### src/common/eeprom_write_guard_defines.vh
`ifndef EEPROM_WRITE_GUARD_DEFINES_VH
`define EEPROM_WRITE_GUARD_DEFINES_VH

// register byte offsets
`define OFS_CTRL        8'h00
`define OFS_ADDR        8'h04
`define OFS_DATA        8'h08
`define OFS_UNLOCK      8'h0C
`define OFS_IRQ_STATUS  8'h10
`define OFS_IRQ_MASK    8'h14
`define OFS_STATUS      8'h18

// control register fields
`define CTRL_RD         0
`define CTRL_WR         1
`define CTRL_WRITE_ENABLE_BIT       2
`define CTRL_WRITE_ERROR_FLAG      3

// interrupt status / mask fields
`define IRQ_DONE        0
`define IRQ_ERR         1
`define IRQ_W           2

// status register fields
`define ST_PWRT         0
`define ST_BUSY         1
`define ST_PROT         2

// unlock sequence keys
`define UNLOCK_KEY1     8'h55
`define UNLOCK_KEY2     8'hAA

// timing
`define CLK_PERIOD_NS   8
`define PWRT_TIME_MS    64
`define NS_PER_MS       1000000
`define PWRT_CYCLES     ((`PWRT_TIME_MS * `NS_PER_MS) / `CLK_PERIOD_NS)
`define WRITE_CYCLES    64

// reset values
`define RST_BYTE        8'h00
`define RST_WORD        32'h0000_0000

`endif

### src/rtl/eeprom_write_guard.v
`timescale 1ns/1ps
`default_nettype none
`include "eeprom_write_guard_defines.vh"

module eeprom_write_guard #(
   parameter ADDR_W       = 8,
   parameter PWRT_CYCLES  = `PWRT_CYCLES,
   parameter WRITE_CYCLES = `WRITE_CYCLES
) (
   // apb clock and reset
   input  wire        pclk,
   input  wire        presetn,
   // apb slave
   input  wire        psel,
   input  wire        penable,
   input  wire        pwrite,
   input  wire [7:0]  paddr,
   input  wire [31:0] pwdata,
   output reg  [31:0] prdata,
   output reg         pready,
   output reg         pslverr,
   // cpu-side reset sources that may cut a write short
   input  wire        external_master_reset,
   input  wire        watchdog_timer,
   // configuration fuse, active low
   input  wire        data_protect_fuse,
   // external programmer port
   input  wire        prog_req,
   input  wire        prog_we,
   input  wire [7:0]  prog_addr,
   input  wire [7:0]  prog_wdata,
   output reg  [7:0]  prog_rdata,
   output reg         prog_ack,
   output reg         prog_denied,
   // interrupt
   output reg         irq
);

   localparam ST_IDLE  = 1'b0;           // no write in flight
   localparam ST_WRITE = 1'b1;           // charge pump timing a write
   localparam DEPTH    = 1 << ADDR_W;

   reg [7:0]        mem [0:DEPTH-1];     // data eeprom array
   reg [ADDR_W-1:0] addr_r;              // address register
   reg [7:0]        data_r;              // eeprom_data_reg
   reg              rd_r;                // read trigger
   reg              wr_r;                // write trigger
   reg              write_enable_bit_r;  // write enable
   reg              state_r;             // write state
   reg [31:0]       wcnt_r;              // write timer
   reg [31:0]       pwrt_cnt_r;          // power-up timer
   reg              pwrt_busy_r;         // power-up timer running
   reg [1:0]        unlock_r;            // unlock sequence progress
   reg [`IRQ_W-1:0] irq_status_r;        // sticky event flags
   reg [`IRQ_W-1:0] irq_mask_r;          // interrupt mask
   reg [ADDR_W-1:0] wr_addr_r;           // address latched at write start
   reg [7:0]        wr_data_r;           // data latched at write start

   wire protect_on = ~data_protect_fuse;
   wire apb_acc    = psel & penable & pready;                // completing access
   wire apb_wr     = apb_acc & pwrite;
   wire cut_reset  = external_master_reset | watchdog_timer;
   wire write_done = (state_r == ST_WRITE) && (wcnt_r == 32'd0) && !cut_reset;
   wire write_cut  = (state_r == ST_WRITE) && cut_reset;

   // register decode, also tells the bus which offsets exist
   function mapped;
      input [7:0] a;
      begin
         if (a == `OFS_CTRL) mapped = 1'b1;
         else if (a == `OFS_ADDR) mapped = 1'b1;
         else if (a == `OFS_DATA) mapped = 1'b1;
         else if (a == `OFS_UNLOCK) mapped = 1'b1;
         else if (a == `OFS_IRQ_STATUS) mapped = 1'b1;
         else if (a == `OFS_IRQ_MASK) mapped = 1'b1;
         else if (a == `OFS_STATUS) mapped = 1'b1;
         else mapped = 1'b0;
      end
   endfunction

   // write start: enable, full unlock, timer expired, nothing in flight
   wire start_ok = write_enable_bit_r && (unlock_r == 2'd2) &&
                   !pwrt_busy_r && (state_r == ST_IDLE);
   wire ctrl_wr  = apb_wr && (paddr == `OFS_CTRL);

   // read-back mux, values registered into prdata
   reg [31:0] rdata_nxt;
   always @* begin
      rdata_nxt = `RST_WORD;
      if (paddr == `OFS_CTRL) begin
         rdata_nxt[`CTRL_RD]    = rd_r;
         rdata_nxt[`CTRL_WR]    = wr_r;
         rdata_nxt[`CTRL_WRITE_ENABLE_BIT]  = write_enable_bit_r;
         rdata_nxt[`CTRL_WRITE_ERROR_FLAG] = irq_status_r[`IRQ_ERR];
      end else if (paddr == `OFS_ADDR) begin
         rdata_nxt[ADDR_W-1:0] = addr_r;
      end else if (paddr == `OFS_DATA) begin
         rdata_nxt[7:0] = data_r;
      end else if (paddr == `OFS_IRQ_STATUS) begin
         rdata_nxt[`IRQ_W-1:0] = irq_status_r;
      end else if (paddr == `OFS_IRQ_MASK) begin
         rdata_nxt[`IRQ_W-1:0] = irq_mask_r;
      end else if (paddr == `OFS_STATUS) begin
         rdata_nxt[`ST_PWRT] = pwrt_busy_r;
         rdata_nxt[`ST_BUSY] = (state_r == ST_WRITE);
         rdata_nxt[`ST_PROT] = protect_on;
      end
      // unlock register reads as zero, its progress in unlock_r is not readable
   end

   // apb handshake: one wait state so read data comes from a flop
   always @(posedge pclk or negedge presetn) begin
      if (!presetn) begin
         pready  <= 1'b0;
         pslverr <= 1'b0;
         prdata  <= `RST_WORD;
      end else if (psel && penable && !pready) begin
         pready  <= 1'b1;
         pslverr <= !mapped(paddr);
         prdata  <= pwrite ? `RST_WORD : rdata_nxt;
      end else begin
         pready  <= 1'b0;
         pslverr <= 1'b0;
      end
   end

   // power-up timer, runs once after power-on reset release
   always @(posedge pclk or negedge presetn) begin
      if (!presetn) begin
         pwrt_cnt_r  <= 32'd0;
         pwrt_busy_r <= 1'b1;
      end else if (pwrt_busy_r) begin
         if (pwrt_cnt_r == PWRT_CYCLES - 1)
            pwrt_busy_r <= 1'b0;
         pwrt_cnt_r <= pwrt_cnt_r + 32'd1;
      end
   end

   // unlock sequence: key1 then key2; any other write restarts it
   always @(posedge pclk or negedge presetn) begin
      if (!presetn) begin
         unlock_r <= 2'd0;
      end else if (apb_wr) begin
         if (paddr == `OFS_UNLOCK && pwdata[7:0] == `UNLOCK_KEY1)
            unlock_r <= 2'd1;
         else if (paddr == `OFS_UNLOCK && pwdata[7:0] == `UNLOCK_KEY2 && unlock_r == 2'd1)
            unlock_r <= 2'd2;
         else
            unlock_r <= 2'd0;   // ctrl write consumes it, so one unlock per write
      end
   end

   // control, address, data registers and the write engine
   always @(posedge pclk or negedge presetn) begin
      if (!presetn) begin
         addr_r             <= {ADDR_W{1'b0}};
         data_r             <= `RST_BYTE;
         rd_r               <= 1'b0;
         wr_r               <= 1'b0;
         write_enable_bit_r <= 1'b0;
         state_r            <= ST_IDLE;
         wcnt_r             <= 32'd0;
         wr_addr_r          <= {ADDR_W{1'b0}};
         wr_data_r          <= `RST_BYTE;
      end else begin
         // a pending read completes one cycle after its trigger
         if (rd_r) begin
            data_r <= mem[addr_r];
            rd_r   <= 1'b0;
         end
         if (apb_wr && paddr == `OFS_ADDR)
            addr_r <= pwdata[ADDR_W-1:0];
         if (apb_wr && paddr == `OFS_DATA)
            data_r <= pwdata[7:0];
         if (ctrl_wr) begin
            write_enable_bit_r <= pwdata[`CTRL_WRITE_ENABLE_BIT];
            // triggers only set; a zero written leaves them alone
            if (pwdata[`CTRL_RD] && state_r == ST_IDLE)
               rd_r <= 1'b1;
            if (pwdata[`CTRL_WR] && start_ok) begin
               wr_r      <= 1'b1;
               state_r   <= ST_WRITE;
               wcnt_r    <= WRITE_CYCLES - 1;
               wr_addr_r <= addr_r;
               wr_data_r <= data_r;
            end
         end
         case (state_r)
            ST_IDLE: begin
               // the start above loads the counter; clearing it here would
               // override that load and end every write after one cycle
            end
            ST_WRITE: begin
               if (cut_reset) begin
                  // cut short: location left unwritten, enable dropped
                  state_r            <= ST_IDLE;
                  wr_r               <= 1'b0;
                  write_enable_bit_r <= 1'b0;
               end else if (wcnt_r == 32'd0) begin
                  state_r <= ST_IDLE;
                  wr_r    <= 1'b0;
               end else begin
                  wcnt_r <= wcnt_r - 32'd1;
               end
            end
            default: state_r <= ST_IDLE;
         endcase
      end
   end

   // array writes: cpu write completion, or an unprotected programmer
   always @(posedge pclk) begin
      if (write_done)
         mem[wr_addr_r] <= wr_data_r;
      else if (prog_req && prog_we && !protect_on)
         mem[prog_addr] <= prog_wdata;
   end

   // programmer port; a cpu write completing in the same cycle takes the array and the programmer write is lost
   always @(posedge pclk or negedge presetn) begin
      if (!presetn) begin
         prog_rdata  <= `RST_BYTE;
         prog_ack    <= 1'b0;
         prog_denied <= 1'b0;
      end else begin
         prog_ack    <= prog_req && !protect_on;
         prog_denied <= prog_req && protect_on;
         if (prog_req && !protect_on && !prog_we)
            prog_rdata <= mem[prog_addr];
         else
            prog_rdata <= `RST_BYTE;   // protected data never leaks out
      end
   end

   // sticky interrupt flags, write one to clear, set wins
   always @(posedge pclk or negedge presetn) begin
      if (!presetn) begin
         irq_status_r <= {`IRQ_W{1'b0}};
         irq_mask_r   <= {`IRQ_W{1'b0}};
         irq          <= 1'b0;
      end else begin
         if (apb_wr && paddr == `OFS_IRQ_MASK)
            irq_mask_r <= pwdata[`IRQ_W-1:0];
         irq_status_r[`IRQ_DONE] <= write_done |
            (irq_status_r[`IRQ_DONE] &
             ~(apb_wr && paddr == `OFS_IRQ_STATUS && pwdata[`IRQ_DONE]));
         irq_status_r[`IRQ_ERR] <= write_cut |
            (irq_status_r[`IRQ_ERR] &
             ~(apb_wr && paddr == `OFS_IRQ_STATUS && pwdata[`IRQ_ERR]));
         irq <= |(irq_status_r & irq_mask_r);
      end
   end

endmodule

`default_nettype wire

### config.mk
export PLATFORM = sky130hd
export DESIGN_NAME = eeprom_write_guard
export DESIGN_NICKNAME = d
export VERILOG_FILES = /design/src/rtl/eeprom_write_guard.v
export VERILOG_INCLUDE_DIRS = /design/src /design/src/common
export SDC_FILE = /design/constraint.sdc
export NUM_CORES = 2
export LEC_CHECK = 0
export BUFFER_PORTS_ARGS = -buffer_cell sky130_fd_sc_hd__buf_4
export CORE_MARGIN = 5
export CORE_UTILIZATION = 34
export DETAILED_ROUTE_END_ITERATION = 12
export PLACE_DENSITY_LB_ADDON = 0.15
export SLEW_MARGIN = 10
export SYNTH_ARGS = -nofsm -noshare
export SYNTH_HDL_FRONTEND = slang
export SYNTH_SLANG_ARGS = --single-unit
### constraint.sdc
create_clock -name pclk -period 5.9 [get_ports pclk]
set_clock_uncertainty 0.15 [all_clocks]
set_input_delay 0.59 -clock pclk [delete_from_list [all_inputs] [get_ports pclk]]
set_output_delay 0.59 -clock pclk [all_outputs]
set_load 0.01 [all_outputs]
; Word level (Yosys, flattened, before mapping)
; Memories as Yosys holds them, arrays and structs flattened.
; Cells that the tools add are included.
; Widths: inputs -> output; s select.
[classes]
n_addsub = 2
multipliers = 0
div = 0
magnitude_cmp = 0
n_eq_ne = 11
shifts = 0
mux = 56
bitwise_logic = 13
reduce_logical = 36
[op_table]
columns = op, n
row1 = $mux 32, 5
row2 = $mux 8, 7
row3 = $mux 1, 35
row4 = $add 32x1->32 const B, 1
row5 = $eq 32x23->1 const B, 1
row6 = $logic_not 32->1, 1
row7 = $sub 32x1->32 const B, 1
row8 = $logic_and 1x1->1, 25
row9 = $eq 8x5->1 const B, 3
row10 = $eq 8x4->1 const B, 2
row11 = $eq 8x3->1 const B, 1
row12 = $eq 8x7->1 const B, 1
row13 = $eq 8x8->1 const B, 1
row14 = $logic_not 8->1, 1
row15 = $mux 2, 4
row16 = $mux 4, 2
row17 = $reduce_or 8->1, 1
row18 = $mux 3, 2
row19 = $and 1x1->1, 5
row20 = $logic_not 1->1, 5
row21 = $mux 5, 1
row22 = $not 1->1, 4
row23 = $or 1x1->1, 3
row24 = $and 2x2->2, 1
row25 = 5 further kinds, 5
[word_totals]
reg_bits = 152
latch_bits = 0
mem_bits_rw = 2048
romBits = 0
in_bits = 66
out_inout_bits = 45
wordCells = 140
mem_count = 1
[memory_table]
columns = memory, depth, width, rd, rd_clocked_by_memory_dff, write_ports, line_no
row1 = mem, 256, 8, 2, 0, 1, eeprom_write_guard.v:43  ; reg [7:0] mem [0:DEPTH-1];

; Logic depth before layout (Yosys ltp)
[depth]
ltp_word = 11
ltp_mapped = 13
depth_no_buf = 9

; Least setup slack after synthesis
; No wires, ideal clock.
[synth_path]
path_type = reg2reg
start = reg wcnt_r[10]
end = mem mem[0][0] (data pin)
setup_ps = 822
t_arrival_ps = 5217
t_required_ps = 4928
slack_ps = -288
stages_incl_launch_ff = 10
n_path_buf = 3
synth_period_minus_slack_ps = 6188
cell_sequence = dfrtp_1 -> or4_4 -> or2_1 -> buf_6 -> nor4_4 -> a21o_1 -> buf_2 -> buf_4 -> nand2_1 -> nand2_1
[synth_between]
elab_chain_cells = 7
[synth_lines]
columns = element, line_no
row1 = from (decl), eeprom_write_guard.v:50  ; reg [31:0] wcnt_r;
row2 = from (signal assigned), eeprom_write_guard.v:183  ; wcnt_r <= WRITE_CYCLES - 1;
row3 = from (signal assigned), eeprom_write_guard.v:203  ; wcnt_r <= wcnt_r - 32'd1;
row4 = $logic_not 32->1, eeprom_write_guard.v:63  ; wire write_done = (state_r == ST_WRITE) && (wcnt_r == 32'd0) && !cut_reset;
row5 = $logic_and 1x1->1 (2 in a row), eeprom_write_guard.v:63
row6 = $mux 1, eeprom_write_guard.v:213  ; if (write_done)
row7 = $mux 1 (not written as such), eeprom_write_guard.v:216  ; mem[prog_addr] <= prog_wdata;
row8 = $reduce_or 8->1 (no source line), n/a
row9 = $mux 8 (no source line), n/a
row10 = to (decl), eeprom_write_guard.v:43
; Every way passes these cells.

; Final worst setup path
[layout_path]
start = reg wcnt_r[0]
end = mem mem[61][6], enable pin
[layout_between]
elab_chain_cells = 7
word_cells_on_any_way = 10
cone_classes = 6 x mux / 4 x reduce/logical
[layout_lines]
columns = element, line_no
row1 = $logic_not 32->1 (*), eeprom_write_guard.v:63
row2 = $logic_and 1x1->1 (*) (2 in a row), eeprom_write_guard.v:63
row3 = $mux 1, eeprom_write_guard.v:213
row4 = $mux 1 (not written as such), eeprom_write_guard.v:216
row5 = $reduce_or 8->1 (no source line), n/a
row6 = $mux 8 (no source line) / $mux 1 (equally long branches), n/a
; Every way passes the cells marked *; elsewhere a longest branch is shown, timed or not.

==> flow_metrics.py <==
metrics = {
    "timing": {
        "max_freq_mhz": 188.2,
        "period_minus_slack_ns": 5.314,
        "holdWs_ns": 0.08723,
        "setup_slack_ns": 0.5863,
        "hold_violations": 0,
        "worstMarginPinSlew_ns": 1.197,
        "period_share": 0.9006,
        "drv_slew": 0,
        "setup_viol": 0,
        "rsz0062_at_grt": "no",
        "setup_tns_ns": 0,
        "relSlewSlack": 0.1990,
    },
    "flow_run": {
        "cap_violations": 0,
    },
    "outcome": {
        "outcome": "finished clean",
    },
    "power_and_ir_drop": {
        "clockPowerShare": 0.456,
        "power.density_nw_per_um2": 282.2,
        "power.leakage_nw": 40.50,
        "fin_total_pwr_w": 0.03299,
        "ir_worst_vdd_v": 0.0002344,
        "p_switching_w": 0.007160,
        "pwr-share-seq": 0.508,
        "sw_frac_of_total": 0.2170,
        "combPwrFrac": 0.036,
        "power.internal_w": 0.02583,
    },
    "placement": {
        "port_buffers": 62,
        "gp_congestion": 0.8694,
        "dp.cells": 9375,
        "dpl.hpwl_mm": 227.8,
        "place_ws_ns": 0.7723,
    },
    "die": {
        "die_y_um": 557.0,
        "row_count": 200,
        "chipWidth_um": 557.0,
        "pin_count": 111,
        "coreArea_sq_um": 297300,
        "die-area_sq_um": 310200,
        "start_util": 0.3422,
    },
    "clock_network": {
        "path_clk_slew_ns": 0.06,
        "postCtsSetupRepairBufs": 0,
        "cts_buffer_depth": 4,
        "cts-htree-levels": 4,
        "ctsHoldBuffers": 26,
        "ctsRootBufferMaster": "clkbuf_16",
        "cts-buffers-inserted": 243,
        "clk_latency_ns": 0.92,
        "cts_sinks": 2176,
        "cts_tree": "done",
        "cts_resized": 0,
    },
    "synthesis": {
        "synthTopCellsByArea": "edfxtp_1, mux4_2, dfrtp_1",
        "async_reset_ff_frac": 0.05882,
        "ys_ff_latch": 2176,
        "synth.cells.most_frequent": "edfxtp_1, mux4_2, nor2_1, nand2_1, clkbuf_1",
        "synth-edff-count": 2048,
        "synth_flop_cell": "edfxtp_1",
        "synth_top_area_frac": 0.6046,
        "postSynthCellCount": 5415,
        "synth_area_sq_um": 101700,
        "synth_top_area_cell": "edfxtp_1",
        "ys_seq_area_frac": 0.6361,
        "avgSynthCellArea_sq_um": 18.79,
        "synth.distinct_cells": 80,
        "yosysWarningCount": 0,
        "post-synth-top-count-cell": "edfxtp_1",
    },
    "drt": {
        "avgViaCountPerCell": 5.925,
        "routed_wl_mm": 349.4,
        "antenna_left": 0,
        "firstDrtPassIters": 5,
        "drc": 0,
        "via_count": 58360,
        "wl_per_cell_um": 35.48,
        "dr.first_iter.drc_count": 6103,
    },
    "critical_path": {
        "start_kind": "flip-flop",
        "required_ns": 6.26,
        "critical_path_arrival_ns": 5.68,
        "critPathMaxFanout": 16,
        "cp-end-kind": "flip-flop",
        "critical_path_class": "flip-flop to flip-flop",
    },
    "final_layout": {
        "final_cells": 9849,
        "drive_gt1_frac": 0.3376,
        "nets": 5776,
        "syn_to_final_growth_pct": 14.94,
        "nFillCells": 26760,
    },
    "grt": {
        "grt_pass1_vias": 59380,
        "grt_pass1_wl_mm": 484.4,
        "antenna_found_initial": 13,
        "track_usage": 0.2216,
        "grt_max_degree": 133,
        "grt_overflow": 0,
    },
    "worst_hold_path": {
        "hold_class": "input port to flip-flop",
    },
}
[area by class of cell]
class,count,area [sq um],area share
inverter,15,62.56,0.0005350
timing repair buffer,468,4212,0.03602
tap,3939,4928,0.04215
multi-input combinational,2803,35270,0.3017
clock inverter,142,1370,0.01172
sequential,2176,64720,0.5535
antenna,6,15.01,0.0001284
clock buffer,300,6347,0.05428
[cell families after synthesis]
group	share of synthesized area
buffers and inverters	0.02029
multiplexers	0.2641
flip-flops	0.6361
other	0.00003686
XOR/XNOR	0.002841
AO/OA/AOI/OAI	0.03496
AND/OR/NAND/NOR	0.04135
adder cells (fa/ha/maj)	0.0003690
[critical path, stage by stage, from the launching register on]
cell and delay (ns):
dfrtp_1 0.42, inv_1 0.09, ha_1 0.20, nor3b_1 0.13, nand4_1 0.20, nor4_4 0.06, a21o_1 0.43, buf_4 0.34
o32ai_1 0.95, nand2_1 0.88, nor2_1 1.02
[power groups by stage]
stage / logic (W) / clock network (W) / registers (W)
after detailed placement: 0.00117 / 0 / 0.0171
after global placement: 0.00117 / 0 / 0.0171
after CTS: 0.00118 / 0.0153 / 0.0168
after global routing: 0.00123 / 0.0160 / 0.0168
final: 0.00117 / 0.0151 / 0.0168
after floorplan: 0.000673 / 0 / 0.0171
[through the flow]
stage	utilization	cell area, sq um
after detailed placement	0.3664	108900
after global routing	0.3933	116900
final	0.3933	116900
after global placement	0.3664	108900
after CTS	0.3933	116900
after floorplan	-	101800
[path summary, 6_finish.rpt]
check                                          from                        to  slack [ns]  cells past startpoint
setup / recovery                wcnt_r[0]$_DFF_PN0_      mem[61][6]$_DFFE_PP_        0.59                     10
min in group asynchronous                   presetn       wcnt_r[6]$_DFF_PN0_        0.16                      2
max in group asynchronous                   presetn     addr_r[0]$_DFFE_PN0P_        4.16                      3
setup reg to reg                wcnt_r[0]$_DFF_PN0_      mem[61][6]$_DFFE_PP_        0.59                     10
hold / removal                             paddr[5]     prdata[0]$_DFFE_PN0P_        0.09                      4
hold reg to reg            wr_data_r[6]$_DFFE_PN0P_  wr_data_r[6]$_DFFE_PN0P_        0.32                      2
[layout by cell type, fill, tap and decap left out, types with 12 or more instances in the layout]
master | Yosys | routed
edfxtp_1 | 2048 | 2048
mux4_2 | 1080 | 1080
buf_4 | 36 | 389
nor2_1 | 287 | 283
nand2_1 | 279 | 259
clkbuf_16 | 0 | 245
mux2i_1 | 212 | 212
dfrtp_1 | 127 | 121
a21oi_1 | 114 | 114
a22oi_1 | 82 | 82
nand3_1 | 74 | 74
o22ai_1 | 67 | 67
clkinv_1 | 0 | 54
clkbuf_1 | 226 | 54
o21ai_0 | 50 | 50
a211oi_1 | 50 | 50
buf_12 | 2 | 48
clkinv_2 | 0 | 43
o221ai_1 | 39 | 39
nor3_1 | 37 | 36
mux2_2 | 36 | 36
nor2_2 | 29 | 31
nand2b_1 | 29 | 27
dlygate4sd3_1 | 0 | 26
conb_1 | 1 | 24
bufinv_16 | 0 | 24
and2_1 | 24 | 23
a221oi_1 | 23 | 23
xnor2_1 | 22 | 22
nand4_1 | 20 | 20
or3_1 | 19 | 18
a22o_1 | 18 | 18
nand2_2 | 5 | 17
nor2b_1 | 18 | 13
inv_1 | 14 | 12
clkinvlp_4 | 0 | 12
[per-layer routing]
layer  vias up  track usage  routed length [um]
met4         0      0.06409               11460
met1     31950       0.3106              146100
met2      2381       0.3549              165500
met5         -            0                   0
li1      23550            -                   -
met3       474      0.04021               26370
[sequential cells by signal (all words and copies together), names as in the netlist, 2 cells and up]
signal        flops
mem            2048
wr_addr_r         8
wr_data_r         8
data_r            8
irq_status_r      2
unlock_r          2
irq_mask_r        2
pwrt_cnt_r       32
addr_r            8
wcnt_r           32
prdata            8
prog_rdata        8
No activity file was read; power rests on OpenSTA's default activity.
